--- config.mk ---
export PLATFORM = sky130hd
export DESIGN_NAME = cbsm_smbus_regs
export DESIGN_NICKNAME = d
export VERILOG_FILES = /design/src/cbsm_pkg.sv /design/src/cbsm_pin_sync.sv /design/src/cbsm_out_ctrl.sv /design/src/cbsm_smbus_regs.sv
export VERILOG_INCLUDE_DIRS = /design/src
export SDC_FILE = /design/constraint.sdc
export NUM_CORES = 1
export LEC_CHECK = 0
export ABC_AREA = 1
export BUFFER_PORTS_ARGS = -buffer_cell sky130_fd_sc_hd__buf_4
export CORE_UTILIZATION = 40
export DETAILED_ROUTE_END_ITERATION = 8
export GPL_TIMING_DRIVEN = 1
export HOLD_SLACK_MARGIN = 0.03
export PLACE_DENSITY = 0.57
export SLEW_MARGIN = 30
export SYNTH_ARGS = -nofsm -noshare
export SYNTH_HDL_FRONTEND = slang
export SYNTH_HIERARCHICAL = 1
export SYNTH_SLANG_ARGS = --single-unit
--- constraint.sdc ---
create_clock -name mclk -period 3.7 [get_ports mclk]
set_input_delay 0.185 -clock mclk [delete_from_list [all_inputs] [get_ports mclk]]
set_output_delay 0.185 -clock mclk [all_outputs]
set_load 0.05 [all_outputs]
--- src/cbsm_regs.svh ---
// Register indices, field positions, reset values and counts of the clock-buffer configuration port.
// Included by the design files; holds definitions only.
`ifndef CBSM_REGS_SVH
`define CBSM_REGS_SVH

// Register indices as sent in the index byte.
`define CBSM_IDX_OUT_EN 8'h00
`define CBSM_IDX_PLL_AMP 8'h01
`define CBSM_IDX_SLEW 8'h02
`define CBSM_IDX_FREQ 8'h03
`define CBSM_IDX_STOP 8'h0b

// Reset values; reserved bits hold these for good, except bits 7:6 of the stop register, which take writes.
`define CBSM_OUT_EN_RST 8'h5a
`define CBSM_PLL_AMP_RST 8'h06
`define CBSM_SLEW_RST 8'hff
`define CBSM_FREQ_RST 8'hc7
`define CBSM_STOP_RST 8'h40

// Bits that software may change.
`define CBSM_OUT_EN_WMASK 8'h5a
`define CBSM_PLL_AMP_WMASK 8'h3b
`define CBSM_SLEW_WMASK 8'h5a
`define CBSM_FREQ_WMASK 8'h39
`define CBSM_STOP_WMASK 8'hc3

// Per-output bit positions in the enable and slew registers.
`define CBSM_OUT0_BIT 1
`define CBSM_OUT1_BIT 3
`define CBSM_OUT2_BIT 4
`define CBSM_OUT3_BIT 6

// Fields of the mode/amplitude, frequency and stop registers.
`define CBSM_PLL_RB_HI 7
`define CBSM_PLL_RB_LO 6
`define CBSM_PLL_SW_OVR_BIT 5
`define CBSM_PLL_SW_HI 4
`define CBSM_PLL_SW_LO 3
`define CBSM_AMP_HI 1
`define CBSM_AMP_LO 0
`define CBSM_FREQ_EN_BIT 5
`define CBSM_FREQ_HI 4
`define CBSM_FREQ_LO 3
`define CBSM_FB_EDGE_BIT 0
`define CBSM_STOP_HI 1
`define CBSM_STOP_LO 0

// Fixed upper address nibble, byte count returned on reads, strap settling delay.
`define CBSM_ADDR_HI 4'hd
`define CBSM_RD_COUNT 8'h04
`define CBSM_STRAP_WAIT 3'h4

`endif

--- src/cbsm_pkg.sv ---
// Types shared by the clock-buffer configuration port.
// Assumes nothing of its surroundings.
package cbsm_pkg;

  typedef enum logic [2:0] {
    CBSM_ST_IDLE = 3'b000,
    CBSM_ST_ADDR = 3'b001,
    CBSM_ST_CMD = 3'b010,
    CBSM_ST_COUNT = 3'b011,
    CBSM_ST_WDATA = 3'b100,
    CBSM_ST_RCOUNT = 3'b101,
    CBSM_ST_RDATA = 3'b110,
    CBSM_ST_IGNORE = 3'b111
  } cbsm_state_t;

  typedef enum logic [1:0] {
    CBSM_STOP_LOW_LOW = 2'b00,
    CBSM_STOP_HIZ = 2'b01,
    CBSM_STOP_TRUE_HI = 2'b10,
    CBSM_STOP_TRUE_LO = 2'b11
  } cbsm_stop_t;

endpackage

--- src/cbsm_pin_sync.sv ---
// Three-stage synchroniser for pins; a new level is taken once stages two and three agree.
// Assumes the pins are asynchronous to mclk.
`timescale 1ns/10ps
module cbsm_pin_sync #(
  parameter int WIDTH = 1,
  parameter logic RST_VAL = 1'b0
) (
  // Clock and reset.
  input wire logic mclk,
  input wire logic rst,
  // Raw pins and filtered levels.
  input wire logic [WIDTH-1:0] pin,
  output logic [WIDTH-1:0] level
);
  import cbsm_pkg::*;

  if (WIDTH < 1) begin : g_chk
    $error("cbsm_pin_sync needs WIDTH of at least one");
  end

  for (genvar i = 0; i < WIDTH; i++) begin : g_bit
    logic s1_q;
    logic s2_q;
    logic s3_q;
    always_ff @(posedge mclk) begin
      if (rst) begin
        s1_q <= RST_VAL;
        s2_q <= RST_VAL;
        s3_q <= RST_VAL;
        level[i] <= RST_VAL;
      end else begin
        s1_q <= pin[i];
        s2_q <= s1_q;
        s3_q <= s2_q;
        if (s2_q == s3_q) begin
          level[i] <= s3_q;
        end
      end
    end
  end
endmodule

--- src/cbsm_out_ctrl.sv ---
// Per-output gating: software enable, enable pin and the selected disable state.
// Assumes enables and stop state are already in the mclk domain.
`timescale 1ns/10ps
module cbsm_out_ctrl #(
  parameter int NUM_OUT = 4
) (
  // Clock and reset.
  input wire logic mclk,
  input wire logic rst,
  // Controls.
  input wire logic [NUM_OUT-1:0] sw_enable,
  input wire logic [NUM_OUT-1:0] pin_enable,
  input wire cbsm_pkg::cbsm_stop_t stop_state,
  // Output pair states.
  output logic [NUM_OUT-1:0] out_run,
  output logic [NUM_OUT-1:0] out_true,
  output logic [NUM_OUT-1:0] out_comp,
  output logic [NUM_OUT-1:0] out_hiz
);
  import cbsm_pkg::*;

  if (NUM_OUT < 1) begin : g_chk
    $error("cbsm_out_ctrl needs at least one output");
  end

  for (genvar i = 0; i < NUM_OUT; i++) begin : g_out
    always_ff @(posedge mclk) begin
      if (rst) begin
        out_run[i] <= 1'b0;
        out_true[i] <= 1'b0;
        out_comp[i] <= 1'b0;
        out_hiz[i] <= 1'b0;
      end else if (sw_enable[i] && pin_enable[i]) begin
        out_run[i] <= 1'b1;
        out_true[i] <= 1'b0;
        out_comp[i] <= 1'b0;
        out_hiz[i] <= 1'b0;
      end else begin
        out_run[i] <= 1'b0;
        case (stop_state)
          CBSM_STOP_HIZ: begin
            out_true[i] <= 1'b0;
            out_comp[i] <= 1'b0;
            out_hiz[i] <= 1'b1;
          end
          CBSM_STOP_TRUE_HI: begin
            out_true[i] <= 1'b1;
            out_comp[i] <= 1'b0;
            out_hiz[i] <= 1'b0;
          end
          CBSM_STOP_TRUE_LO: begin
            out_true[i] <= 1'b0;
            out_comp[i] <= 1'b1;
            out_hiz[i] <= 1'b0;
          end
          default: begin
            out_true[i] <= 1'b0;
            out_comp[i] <= 1'b0;
            out_hiz[i] <= 1'b0;
          end
        endcase
      end
    end

    sw_off_a: assert property (@(posedge mclk) disable iff (rst) !sw_enable[i] |=> !out_run[i])
      else $error("output runs while its software enable is clear");
  end
endmodule

--- src/cbsm_smbus_regs.sv ---
// SMBus slave and control registers of a four-output clock buffer.
// Assumes SCL and SDA arrive as pins, SDA open drain resolved outside; straps static around reset.
// Notes on behaviour
// Slave only; one 7-bit address plus direction bit; block write and block read.
// A stop after any whole byte ends the transfer; finished bytes are kept.
// Address upper nibble is 1101; low three bits come from the strap latched at power-up.
// Write: address, index N, count X, X data bytes; every byte acknowledged.
// Read: index written, repeated start, read address; returns count then data from N.
// Host acknowledges each read byte except the last, which it refuses before stop.
// Register 0 enable bits at 6,4,3,1 reset to one; one hands control to the pin.
// A cleared enable bit ignores the pin and forces the selected disable state.
// Stop-state codes: 00 low/low, 01 high-Z, 10 true high, 11 true low; reset 00.
// Register 1 bits 7:6 read the latched mode strap; writes there do nothing.
// Register 1 bit 5 picks strap mode (0) or software mode (1); resets to 0.
// Software mode bits 4:3 reset to 00 and act only when bit 5 is one.
// Register 1 bits 1:0 set swing 0.6/0.68/0.75/0.85 V; reset 10.
// Register 2 slew bits at 6,4,3,1: 0 slow, 1 fast; reset to one.
// Register 3 bit 5 enables software frequency code in bits 4:3; both reset zero.
// The frequency code has no effect unless register 3 bit 5 is one.
// Register 3 bit 0 sets feedback clock slew: 0 slow, 1 fast; reset one.
// Reserved bits ignore writes and read back their power-up values; stop register bits 7:6 take writes here.
// With the enable bit set, an output runs only while its pin is asserted.
// The register index steps by one after each data byte.
`timescale 1ns/10ps
`include "cbsm_regs.svh"
module cbsm_smbus_regs (
  // Clock and reset.
  input wire logic mclk,
  input wire logic rst,
  // SMBus pins.
  input wire logic scl_pin,
  input wire logic sda_i,
  output logic sda_o,
  output logic sda_oe,
  // Straps and output enable pins.
  input wire logic [2:0] address_strap_pin,
  input wire logic [1:0] loop_bandwidth_strap,
  input wire logic [3:0] oe_pin_n,
  // Output pair control.
  output logic [3:0] out_run,
  output logic [3:0] out_true,
  output logic [3:0] out_comp,
  output logic [3:0] out_hiz,
  // Analog settings.
  output logic [3:0] out_edge_speed,
  output logic feedback_edge_speed,
  output logic [1:0] amplitude,
  output logic [1:0] pll_mode,
  output logic freq_sw_en,
  output logic [1:0] freq_code
);
  import cbsm_pkg::*;

  logic scl_s;
  logic sda_s;
  logic [2:0] addr_strap_s;
  logic [1:0] bw_strap_s;
  logic [3:0] oe_n_s;
  logic scl_p_q;
  logic sda_p_q;
  logic [2:0] strap_wait_q;
  logic strap_done_q;
  logic [2:0] addr_strap_q;
  logic [1:0] pll_strap_q;
  cbsm_state_t st_q;
  logic [3:0] cnt_q;
  logic [7:0] shift_q;
  logic [7:0] idx_q;
  logic [7:0] rem_q;
  logic sda_oe_q;
  logic nack_q;
  logic [7:0] out_en_q;
  logic [7:0] pll_amp_q;
  logic [7:0] slew_q;
  logic [7:0] freq_q;
  logic [7:0] stop_q;
  logic [1:0] pll_mode_q;
  logic freq_sw_en_q;
  logic [1:0] freq_code_q;
  logic scl_rise;
  logic scl_fall;
  logic start_ev;
  logic stop_ev;
  logic addr_match;
  logic is_tx;
  logic wr_fire;
  logic [3:0] sw_en;
  logic [7:0] rd_data;

  cbsm_pin_sync #(.WIDTH(2), .RST_VAL(1'b1)) u_bus_sync (
    .mclk(mclk),
    .rst(rst),
    .pin({scl_pin, sda_i}),
    .level({scl_s, sda_s})
  );

  cbsm_pin_sync #(.WIDTH(9), .RST_VAL(1'b0)) u_pin_sync (
    .mclk(mclk),
    .rst(rst),
    .pin({address_strap_pin, loop_bandwidth_strap, ~oe_pin_n}),
    .level({addr_strap_s, bw_strap_s, oe_n_s})
  );

  assign scl_rise = scl_s && !scl_p_q;
  assign scl_fall = !scl_s && scl_p_q;
  assign start_ev = scl_s && scl_p_q && sda_p_q && !sda_s;
  assign stop_ev = scl_s && scl_p_q && !sda_p_q && sda_s;
  assign addr_match = (shift_q[7:4] == `CBSM_ADDR_HI) && (shift_q[3:1] == addr_strap_q);
  assign is_tx = (st_q == CBSM_ST_RCOUNT) || (st_q == CBSM_ST_RDATA);
  assign wr_fire = scl_fall && (cnt_q == 4'h7) && (st_q == CBSM_ST_WDATA) && (rem_q != 8'h00);

  // Read view; unmapped indices read zero.
  always_comb begin
    case (idx_q)
      `CBSM_IDX_OUT_EN: rd_data = out_en_q;
      `CBSM_IDX_PLL_AMP: rd_data = {pll_strap_q, pll_amp_q[5:0]};
      `CBSM_IDX_SLEW: rd_data = slew_q;
      `CBSM_IDX_FREQ: rd_data = freq_q;
      `CBSM_IDX_STOP: rd_data = stop_q;
      default: rd_data = 8'h00;
    endcase
  end

  always_ff @(posedge mclk) begin
    if (rst) begin
      scl_p_q <= 1'b1;
      sda_p_q <= 1'b1;
    end else begin
      scl_p_q <= scl_s;
      sda_p_q <= sda_s;
    end
  end

  // Straps are caught once, a few cycles after reset release, once the synchroniser is filled.
  always_ff @(posedge mclk) begin
    if (rst) begin
      strap_wait_q <= 3'h0;
      strap_done_q <= 1'b0;
      addr_strap_q <= 3'h0;
      pll_strap_q <= 2'h0;
    end else if (!strap_done_q) begin
      if (strap_wait_q == `CBSM_STRAP_WAIT) begin
        strap_done_q <= 1'b1;
        addr_strap_q <= addr_strap_s;
        pll_strap_q <= bw_strap_s;
      end else begin
        strap_wait_q <= strap_wait_q + 3'h1;
      end
    end
  end

  // Bus engine: bits sampled on SCL rise, SDA changed on SCL fall.
  always_ff @(posedge mclk) begin
    if (rst) begin
      st_q <= CBSM_ST_IDLE;
      cnt_q <= 4'h0;
      shift_q <= 8'h00;
      idx_q <= 8'h00;
      rem_q <= 8'h00;
      sda_oe_q <= 1'b0;
      nack_q <= 1'b0;
    end else if (stop_ev) begin
      st_q <= CBSM_ST_IDLE;
      sda_oe_q <= 1'b0;
    end else if (start_ev) begin
      st_q <= CBSM_ST_ADDR;
      // The SCL fall that follows a start carries no bit, so the count wraps to zero on it.
      cnt_q <= 4'hf;
      sda_oe_q <= 1'b0;
    end else if (st_q != CBSM_ST_IDLE) begin
      if (scl_rise) begin
        if (cnt_q < 4'h8 && !is_tx) begin
          shift_q <= {shift_q[6:0], sda_s};
        end
        if (cnt_q == 4'h8) begin
          nack_q <= sda_s;
        end
      end else if (scl_fall) begin
        if (cnt_q == 4'h8) begin
          cnt_q <= 4'h0;
        end else begin
          cnt_q <= cnt_q + 4'h1;
        end
        if (cnt_q == 4'h7) begin
          if (is_tx) begin
            sda_oe_q <= 1'b0;
          end else if (st_q == CBSM_ST_ADDR) begin
            sda_oe_q <= addr_match;
          end else begin
            sda_oe_q <= (st_q != CBSM_ST_IGNORE);
          end
          if (wr_fire) begin
            idx_q <= idx_q + 8'h01;
            rem_q <= rem_q - 8'h01;
          end
        end else if (cnt_q == 4'h8) begin
          sda_oe_q <= 1'b0;
          case (st_q)
            CBSM_ST_ADDR: begin
              if (!addr_match) begin
                st_q <= CBSM_ST_IGNORE;
              end else if (!shift_q[0]) begin
                st_q <= CBSM_ST_CMD;
              end else begin
                st_q <= CBSM_ST_RCOUNT;
                shift_q <= `CBSM_RD_COUNT;
                sda_oe_q <= (`CBSM_RD_COUNT < 8'h80);
              end
            end
            CBSM_ST_CMD: begin
              idx_q <= shift_q;
              st_q <= CBSM_ST_COUNT;
            end
            CBSM_ST_COUNT: begin
              rem_q <= shift_q;
              st_q <= CBSM_ST_WDATA;
            end
            CBSM_ST_RCOUNT, CBSM_ST_RDATA: begin
              if (nack_q) begin
                st_q <= CBSM_ST_IGNORE;
              end else begin
                st_q <= CBSM_ST_RDATA;
                shift_q <= rd_data;
                sda_oe_q <= !rd_data[7];
                idx_q <= idx_q + 8'h01;
              end
            end
            default: begin
              st_q <= st_q;
            end
          endcase
        end else if (is_tx) begin
          sda_oe_q <= !shift_q[6];
          shift_q <= {shift_q[6:0], 1'b0};
        end else begin
          sda_oe_q <= 1'b0;
        end
      end
    end
  end

  // Register writes keep reserved and read-only bits as they are, except stop register bits 7:6, which are written.
  always_ff @(posedge mclk) begin
    if (rst) begin
      out_en_q <= `CBSM_OUT_EN_RST;
      pll_amp_q <= `CBSM_PLL_AMP_RST;
      slew_q <= `CBSM_SLEW_RST;
      freq_q <= `CBSM_FREQ_RST;
      stop_q <= `CBSM_STOP_RST;
    end else if (wr_fire) begin
      case (idx_q)
        `CBSM_IDX_OUT_EN: out_en_q <= (out_en_q & ~`CBSM_OUT_EN_WMASK) | (shift_q & `CBSM_OUT_EN_WMASK);
        `CBSM_IDX_PLL_AMP: pll_amp_q <= (pll_amp_q & ~`CBSM_PLL_AMP_WMASK) | (shift_q & `CBSM_PLL_AMP_WMASK);
        `CBSM_IDX_SLEW: slew_q <= (slew_q & ~`CBSM_SLEW_WMASK) | (shift_q & `CBSM_SLEW_WMASK);
        `CBSM_IDX_FREQ: freq_q <= (freq_q & ~`CBSM_FREQ_WMASK) | (shift_q & `CBSM_FREQ_WMASK);
        `CBSM_IDX_STOP: stop_q <= (stop_q & ~`CBSM_STOP_WMASK) | (shift_q & `CBSM_STOP_WMASK);
        default: stop_q <= stop_q;
      endcase
    end
  end

  // Effective mode and frequency settings.
  always_ff @(posedge mclk) begin
    if (rst) begin
      pll_mode_q <= 2'h0;
      freq_sw_en_q <= 1'b0;
      freq_code_q <= 2'h0;
    end else begin
      if (pll_amp_q[`CBSM_PLL_SW_OVR_BIT]) begin
        pll_mode_q <= pll_amp_q[`CBSM_PLL_SW_HI:`CBSM_PLL_SW_LO];
      end else begin
        pll_mode_q <= pll_strap_q;
      end
      freq_sw_en_q <= freq_q[`CBSM_FREQ_EN_BIT];
      freq_code_q <= freq_q[`CBSM_FREQ_EN_BIT] ? freq_q[`CBSM_FREQ_HI:`CBSM_FREQ_LO] : 2'h0;
    end
  end

  assign sw_en = {out_en_q[`CBSM_OUT3_BIT], out_en_q[`CBSM_OUT2_BIT], out_en_q[`CBSM_OUT1_BIT],
                  out_en_q[`CBSM_OUT0_BIT]};

  cbsm_out_ctrl #(.NUM_OUT(4)) u_out (
    .mclk(mclk),
    .rst(rst),
    .sw_enable(sw_en),
    .pin_enable(oe_n_s),
    .stop_state(cbsm_stop_t'(stop_q[`CBSM_STOP_HI:`CBSM_STOP_LO])),
    .out_run(out_run),
    .out_true(out_true),
    .out_comp(out_comp),
    .out_hiz(out_hiz)
  );

  assign sda_o = 1'b0;
  assign sda_oe = sda_oe_q;
  assign out_edge_speed = {slew_q[`CBSM_OUT3_BIT], slew_q[`CBSM_OUT2_BIT], slew_q[`CBSM_OUT1_BIT],
                           slew_q[`CBSM_OUT0_BIT]};
  assign feedback_edge_speed = freq_q[`CBSM_FB_EDGE_BIT];
  assign amplitude = pll_amp_q[`CBSM_AMP_HI:`CBSM_AMP_LO];
  assign pll_mode = pll_mode_q;
  assign freq_sw_en = freq_sw_en_q;
  assign freq_code = freq_code_q;

  addr_nack_a: assert property (@(posedge mclk) disable iff (rst)
    (st_q == CBSM_ST_ADDR && scl_fall && cnt_q == 4'h7 && shift_q[7:4] != `CBSM_ADDR_HI) |=> !sda_oe_q)
    else $error("foreign address acknowledged");
  data_ack_a: assert property (@(posedge mclk) disable iff (rst)
    (st_q == CBSM_ST_WDATA && scl_fall && cnt_q == 4'h7 && !stop_ev && !start_ev) |=> sda_oe_q)
    else $error("write byte not acknowledged");
  index_step_a: assert property (@(posedge mclk) disable iff (rst)
    wr_fire && !stop_ev && !start_ev |=> idx_q == $past(idx_q) + 8'h01)
    else $error("index did not step after a written byte");
  stop_keeps_a: assert property (@(posedge mclk) disable iff (rst)
    stop_ev |=> st_q == CBSM_ST_IDLE && !sda_oe_q && $stable(out_en_q) && $stable(freq_q))
    else $error("stop did not end the transfer cleanly");
  strap_hold_a: assert property (@(posedge mclk) disable iff (rst)
    strap_done_q && $past(strap_done_q) |-> $stable(pll_strap_q) && $stable(addr_strap_q))
    else $error("strap value changed after capture");
  mode_source_a: assert property (@(posedge mclk) disable iff (rst)
    ##1 pll_mode_q == ($past(pll_amp_q[5]) ? $past(pll_amp_q[4:3]) : $past(pll_strap_q)))
    else $error("PLL mode taken from the wrong source");
  freq_gate_a: assert property (@(posedge mclk) disable iff (rst)
    !freq_sw_en_q |-> freq_code_q == 2'h0)
    else $error("frequency code active while disabled");
  read_nack_a: assert property (@(posedge mclk) disable iff (rst)
    (is_tx && scl_fall && cnt_q == 4'h8 && nack_q && !stop_ev && !start_ev) |=> st_q == CBSM_ST_IGNORE && !sda_oe_q)
    else $error("read continued after host refusal");
  reserved_keep_a: assert property (@(posedge mclk) disable iff (rst)
    out_en_q[7] == 1'b0 && out_en_q[0] == 1'b0 && pll_amp_q[2] && freq_q[7:6] == 2'h3 && slew_q[0])
    else $error("reserved bit changed");
  enable_reset_a: assert property (@(posedge mclk) rst |=> out_en_q == `CBSM_OUT_EN_RST)
    else $error("enable register reset value wrong");

  write_seen_c: cover property (@(posedge mclk) disable iff (rst) wr_fire ##[1:400] stop_ev);
  read_seen_c: cover property (@(posedge mclk) disable iff (rst)
    st_q == CBSM_ST_RCOUNT ##[1:400] st_q == CBSM_ST_RDATA);
  nack_end_c: cover property (@(posedge mclk) disable iff (rst)
    st_q == CBSM_ST_RDATA ##[1:400] st_q == CBSM_ST_IGNORE);
  foreign_c: cover property (@(posedge mclk) disable iff (rst) st_q == CBSM_ST_ADDR ##1 st_q == CBSM_ST_IGNORE);
endmodule

==> results of run 1 <==
-- cells in the mapped netlist --
| cell type | instances | share of area, % |
|---|---|---|
| a211oi_1 | 1 | 0.13 |
| a211oi_2 | 3 | 0.66 |
| a21oi_1 | 49 | 4.3 |
| a21oi_2 | 1 | 0.15 |
| a21oi_4 | 1 | 0.28 |
| buf_1 | 2 | 0.13 |
| buf_4 | 3 | 0.39 |
| buf_6 | 5 | 0.99 |
| clkbuf_1 | 7 | 0.46 |
| clkinv_1 | 1 | 0.066 |
| clkinv_2 | 1 | 0.088 |
| conb_1 | 1 | 0.066 |
| dfxtp_1 | 130 | 46 |
| ha_1 | 14 | 3.1 |
| inv_1 | 117 | 7.7 |
| inv_2 | 4 | 0.26 |
| inv_8 | 1 | 0.20 |
| nand2_1 | 172 | 11 |
| nand2_2 | 4 | 0.44 |
| nand2_4 | 1 | 0.20 |
| nand3_1 | 24 | 2.1 |
| nand3_2 | 2 | 0.35 |
| nand3b_1 | 1 | 0.13 |
| nand4_1 | 7 | 0.77 |
| nor2_1 | 139 | 9.1 |
| nor2_2 | 4 | 0.44 |
| nor2_4 | 3 | 0.59 |
| nor3_1 | 3 | 0.26 |
| nor3_2 | 1 | 0.18 |
| nor3b_1 | 1 | 0.13 |
| o211ai_1 | 12 | 1.6 |
| o21ai_0 | 50 | 4.4 |
| o21ai_1 | 2 | 0.18 |
| o21ai_2 | 9 | 1.4 |
| o22ai_1 | 3 | 0.33 |
| o2bb2ai_1 | 1 | 0.15 |
| or2_1 | 4 | 0.44 |
| xnor2_1 | 1 | 0.15 |
| xor2_1 | 6 | 0.92 |
-- layer usage --
layer / vias up / routed length (um) / track usage, %
met2: 104 / 5760 / 27.7
met5: - / 0 / 0
li1: 2588 / - / -
met3: 20 / 610 / 4.79
met1: 2180 / 6260 / 25.5
met4: 0 / 208 / 7.48
-- path summary, 6_finish.rpt --
| kind | from | endpoint | slack (ns) | cells after the start |
|---|---|---|---|---|
| max reg2reg | cnt_q[1] | idx_q[5] | 1.55 | 10 |
| min | u_pin_sync/g_bit[7].s1_q | u_pin_sync/g_bit[7].s2_q | 0.40 | 2 |
| min reg2reg | u_pin_sync/g_bit[7].s1_q | u_pin_sync/g_bit[7].s2_q | 0.40 | 2 |
| max | cnt_q[1] | idx_q[5] | 1.55 | 10 |
-- layout make-up --
cell class                 count  share of cell area (%)
clock buffer                  17                    6.20
inverter                     124                    6.91
multi-input combinational    520                    36.8
tap                          180                    3.28
clock inverter                15                    2.43
sequential                   130                    37.9
timing repair buffer          55                    6.46
-- through the flow --
| step | setup WS (ns) | util [%] | total power, mW | instance area (sq um) | hold slack [ns] |
|---|---|---|---|---|---|
| after global placement | 1.68 | 44.3 | 1.60 | 6150 | 0.366 |
| after CTS | 1.57 | 49.4 | 3.28 | 6860 | 0.401 |
| after global routing | 1.27 | 49.4 | 3.37 | 6860 | 0.413 |
| after floorplan | 2.03 | - | 1.57 | 5710 | 0.257 |
| final | 1.55 | 49.4 | 3.24 | 6860 | 0.400 |
| after detailed placement | 1.58 | 44.3 | 1.60 | 6150 | 0.368 |
-- registers in the layout (all words and copies together), names as in the netlist, 5 cells and up --
name / count
idx_q: 8
pll_amp_q: 5
rem_q: 8
shift_q: 8
u_pin_sync/g_bit.s1_q: 9
u_pin_sync/g_bit.s2_q: 9
u_pin_sync/g_bit.s3_q: 9
u_pin_sync/level: 9
-- cell families after synthesis --
| group | synth area share, % |
|---|---|
| AO/OA/AOI/OAI | 13.5 |
| adder cells (fa/ha/maj) | 3.07 |
| AND/OR/NAND/NOR | 26.5 |
| other | 0.0656 |
| buffers and inverters | 10.3 |
| flip-flops | 45.6 |
| XOR/XNOR | 1.07 |
-- worst max-delay path, delay by kind of cell, from the launching register on --
family	cells	cell delay (ns)
buffers and inverters	2	0.41
AND/OR/NAND/NOR	6	0.82
AO/OA/AOI/OAI	1	0.24
adder cells (fa/ha/maj)	1	0.19
flip-flops	1	0.36
-- power groups by stage --
| stage | clock network (mW) | logic, mW | registers [mW] |
|---|---|---|---|
| after floorplan | 0 | 0.0842 | 1.48 |
| after global placement | 0 | 0.115 | 1.48 |
| after detailed placement | 0 | 0.120 | 1.48 |
| after CTS | 1.70 | 0.130 | 1.45 |
| after global routing | 1.77 | 0.146 | 1.46 |
| final | 1.66 | 0.128 | 1.45 |
==> flow_summary.toml, run 1 <==
[yosys]
yosysWarnings = 6
synth_cell_type_count = 39
syn_area_sq_mm = 0.00571
ys_ff_latch = 130
yosysSeqAreaShare_pct = 45.6
netlist_instances = 791
synth_fp_nets = 818
avgSynthCellArea_sq_um = 7.22

[sta]
max_slew_margin_pct = 60.7
final.setup.tns_ns = 0
fin_crit_sh_pct = 58.1
setup_violations = 0
finalCriticalPeriod_ns = 2.15
slew_violations = 0
worstMarginPinSlew_ns = 0.589
rsz0062_at_grt = "false"
skew_ns = 0.00827
finalHoldViolCount = 0
fmax_mhz = 466

[power]
pwr-share-clk_pct = 51.2
swShare_pct = 24.7
internal_power_mw = 2.44
p_leak_nw = 3.16
p_sw_mw = 0.799
power_frac_seq_pct = 44.8
p_per_area_mw_per_mm2 = 472
combPwrFrac_pct = 3.9
vdd.ir_drop.worst_uv = 365

[floorplan]
die_w_um = 122
rows = 43
die_h_um = 122
dieArea_sq_mm = 0.0148
io_pins = 43
start_util_pct = 41.2
core_area_sq_mm = 0.0139

[critical_path]
worstSetupPathType = "flop to flop"
critPathLaunchType = "flop"
path_max_fanout = 17
critical_path_arrival_ns = 2.47
crit_path_end_kind = "flop"
crit_chain = "ha_1 > nand2_2 > nor2_4 > inv_2 > nand2_1 > clkinv_1 > o21ai_0 > nand2_1 > nand2_1 > nor2_2"
required_ns = 4.02
crit_top_cell = "nand2_1"
critPathSlowestCell = "dfxtp_1"
max_stage_delay_ns = 0.36

[layout]
register_area_sq_mm = 0.00260
layout_common_cells = "nand2_1, nor2_1, dfxtp_1, inv_1, o21ai_0"
multi_input_area_sq_mm = 0.00252
diodes = 0
layout_commonest_cell = "nand2_1"
fin_nets = 875
nFillCells = 1363
drive_gt1_share_pct = 12.8
fin_cells = 1041
area.growth.synth_to_final_pct = 20.1

[clocking]
cts_resized = 0
clk_pin_slew_ns = 0.06
cts_root_buffer = "clkbuf_16"
cts_made_buffers = 17
clock_sinks = 130
clk_path_buf_depth = 2
cts_setup_buffers = 0
cts_tree = "yes"
insertion_delay_ns = 0.42
cts_hold_buf = 12
htree_levels = 4

[routing]
routedWlPerCell_um = 12.3
via_count = 4892
wirelength_mm = 12.8
vias_per_cell = 4.70
ant_nets = 0
dr.pass1.iters = 7
drt_iter0_markers = 387
drc = 0

[run_status]
outcome = "finished clean"

[hold_path]
hp-class = "flop to flop"

[grt]
grt_util_all_layers_pct = 18.6
overflow = 0
grt_pass1_wl_mm = 21.2
grt_antenna_before_repair = 0
grt_pass1_vias = 4434
grt_max_degree = 57

[run]
cap_viol_max_count = 0

[placed_design]
hpwl_mm = 9.10
io_buffers = 41
place.gp.congestion = 0.942
dp.cells = 997
Note: power is estimated with default switching activity, not from simulation.
==> inputs of run 2 (changes only) <==
- PLACE_DENSITY: 0.57 -> 0.59
- clock period: 3.7 -> 1.8 ns (I/O delays scaled with it)
==> run 2 against run 1 <==
Effect of this change:
- worst hold slack worse by 0.0083 ns
- maximum frequency up 23%
- worst setup slack got worse by 1.5 ns
- largest cell class is now multi-input combinational cells
==> flow_summary.toml, run 2 (synthesis results as in run 1) <==
[power]
p_leak_nw = 3.41
total_power_mw = 6.73
p_per_area_mw_per_mm2 = 916
vdd.ir_drop.worst_uv = 683

[clocking]
cts_root_buffer = "clkbuf_16"
clock_sinks = 130
cts_tree = "yes"
cts_made_buffers = 17
clk_pin_slew_ns = 0.06
clk_path_buf_depth = 2
insertion_delay_ns = 0.43
htree_levels = 4

[placed_design]
dpl_cell_area_sq_mm = 0.00642
hpwl_mm = 9.19
io_buffers = 41
place.gp.congestion = 0.851
dp.cells = 1032

[grt]
grt_max_degree = 57
grt_antenna_before_repair = 0
overflow = 0
grt_util_all_layers_pct = 19.2
grt_pass1_vias = 4513
grt_pass1_wl_mm = 21.8

[hold_path]
hold_start = "scl_pin"
hp-class = "primary input to flop"
min_path_cells = 3

[critical_path]
worstSetupPathType = "flop to flop"
critPathLaunchType = "flop"
critical_path_arrival_ns = 2.11
required_ns = 2.16
r2r-start = "cnt_q[1]"
reg2reg_depth = 12
crit_path_end_kind = "flop"
cp-startpoint = "cnt_q[1]"
path_max_fanout = 7

[floorplan]
rows = 43
die_w_um = 122
start_util_pct = 41.2
dieArea_sq_mm = 0.0148
die_h_um = 122
io_pins = 43
core_area_sq_mm = 0.0139

[routing]
vias_per_cell = 4.60
wirelength_mm = 13.4
drt_iter0_markers = 278
via_count = 4981
ant_nets = 0
routedWlPerCell_um = 12.4
drc = 0
dr.pass1.iters = 6

[layout]
fin_nets = 918
nFillCells = 1333
final_design_area_no_fill_sq_mm = 0.00735
drive_gt1_share_pct = 20.1
fin_cells = 1084
layout_common_cells = "nand2_1, nor2_1, dfxtp_1, inv_1, buf_4"
diodes = 0
layout_commonest_cell = "nand2_1"
area.growth.synth_to_final_pct = 28.7

[sta]
fin_crit_sh_pct = 96.9
finalCriticalPeriod_ns = 1.74
slew_violations = 0
final.setup.tns_ns = 0
finalHoldViolCount = 0
skew_ns = 0.0139
rsz0062_at_grt = "true"
fmax_mhz = 573
holdWs_ns = 0.392
setup_violations = 0

[run_status]
outcome = "finished clean"

[run]
cap_viol_max_count = 0
==> run 2: worst paths after layout <==
check                           slack, ns                        to
worst max register to register       0.06                shift_q[4]
worst min register to register       0.40  u_pin_sync/g_bit[6].s2_q
worst min-delay path                 0.39  u_bus_sync/g_bit[1].s1_q
worst max-delay path                 0.06                shift_q[4]
==> run 2: where the power goes <==
group / switching, mW / leakage (nW) / internal, mW
clock network: 1.39 / 0.286 / 2.08
registers: 0.0397 / 1.06 / 2.94
logic: 0.165 / 2.07 / 0.109
total: 1.60 / 3.41 / 5.14
==> run 2: critical path, cell delays in order, from the launching register on <==
cell and delay [ns]:
dfxtp_2 0.33, inv_2 0.08, ha_4 0.14, nand2_4 0.06
nor2_4 0.19, nand2_2 0.08, nand2_2 0.06, nand2_2 0.06
a21oi_4 0.26, nand3_4 0.18, nand2_1 0.10, nand2_1 0.05
nor2_1 0.08
==> run 2: per-layer routing <==
metal  track usage, %  share of wire (%)  up-vias  wire [um]
li1                 -                  -     2682          -
met1             26.5                 50     2189       6740
met2             28.1                 44       89       5920
met3             4.98                3.8       21        513
met4             8.10                1.8        0        235
met5                0                  0        -          0
==> run 2: final cells by class <==
class                      instances  area, sq um  share of cell area [%]
timing repair buffer              96          763                    10.4
clock inverter                    14          168                    2.28
multi-input combinational        522         2670                    36.4
sequential                       130         2610                    35.5
inverter                         124          484                    6.58
clock buffer                      18          429                    5.84
tap                              180          225                    3.06
==> run 2: timing repair <==
| action | CTS | global route |
|---|---|---|
| endpoints found under the hold margin | 16 | 0 |
| resized for setup | 5 | 42 |
| hold buffers | 12 | 0 |
| buffers inserted | 0 | 6 |
| cloned | 1 | 1 |
| setup endpoints to repair | 15 | 40 |
| pin swaps | 1 | 12 |
==> run 2: stage by stage <==
| stage | worst slack [ns] | utilization (%) |
|---|---|---|
| after floorplan | 0.127 | - |
| after global placement | -0.0180 | 46.3 |
| after detailed placement | -0.0673 | 46.3 |
| after CTS | 0.0265 | 51.6 |
| after global routing | -0.104 | 53.0 |
| final | 0.0554 | 53.0 |
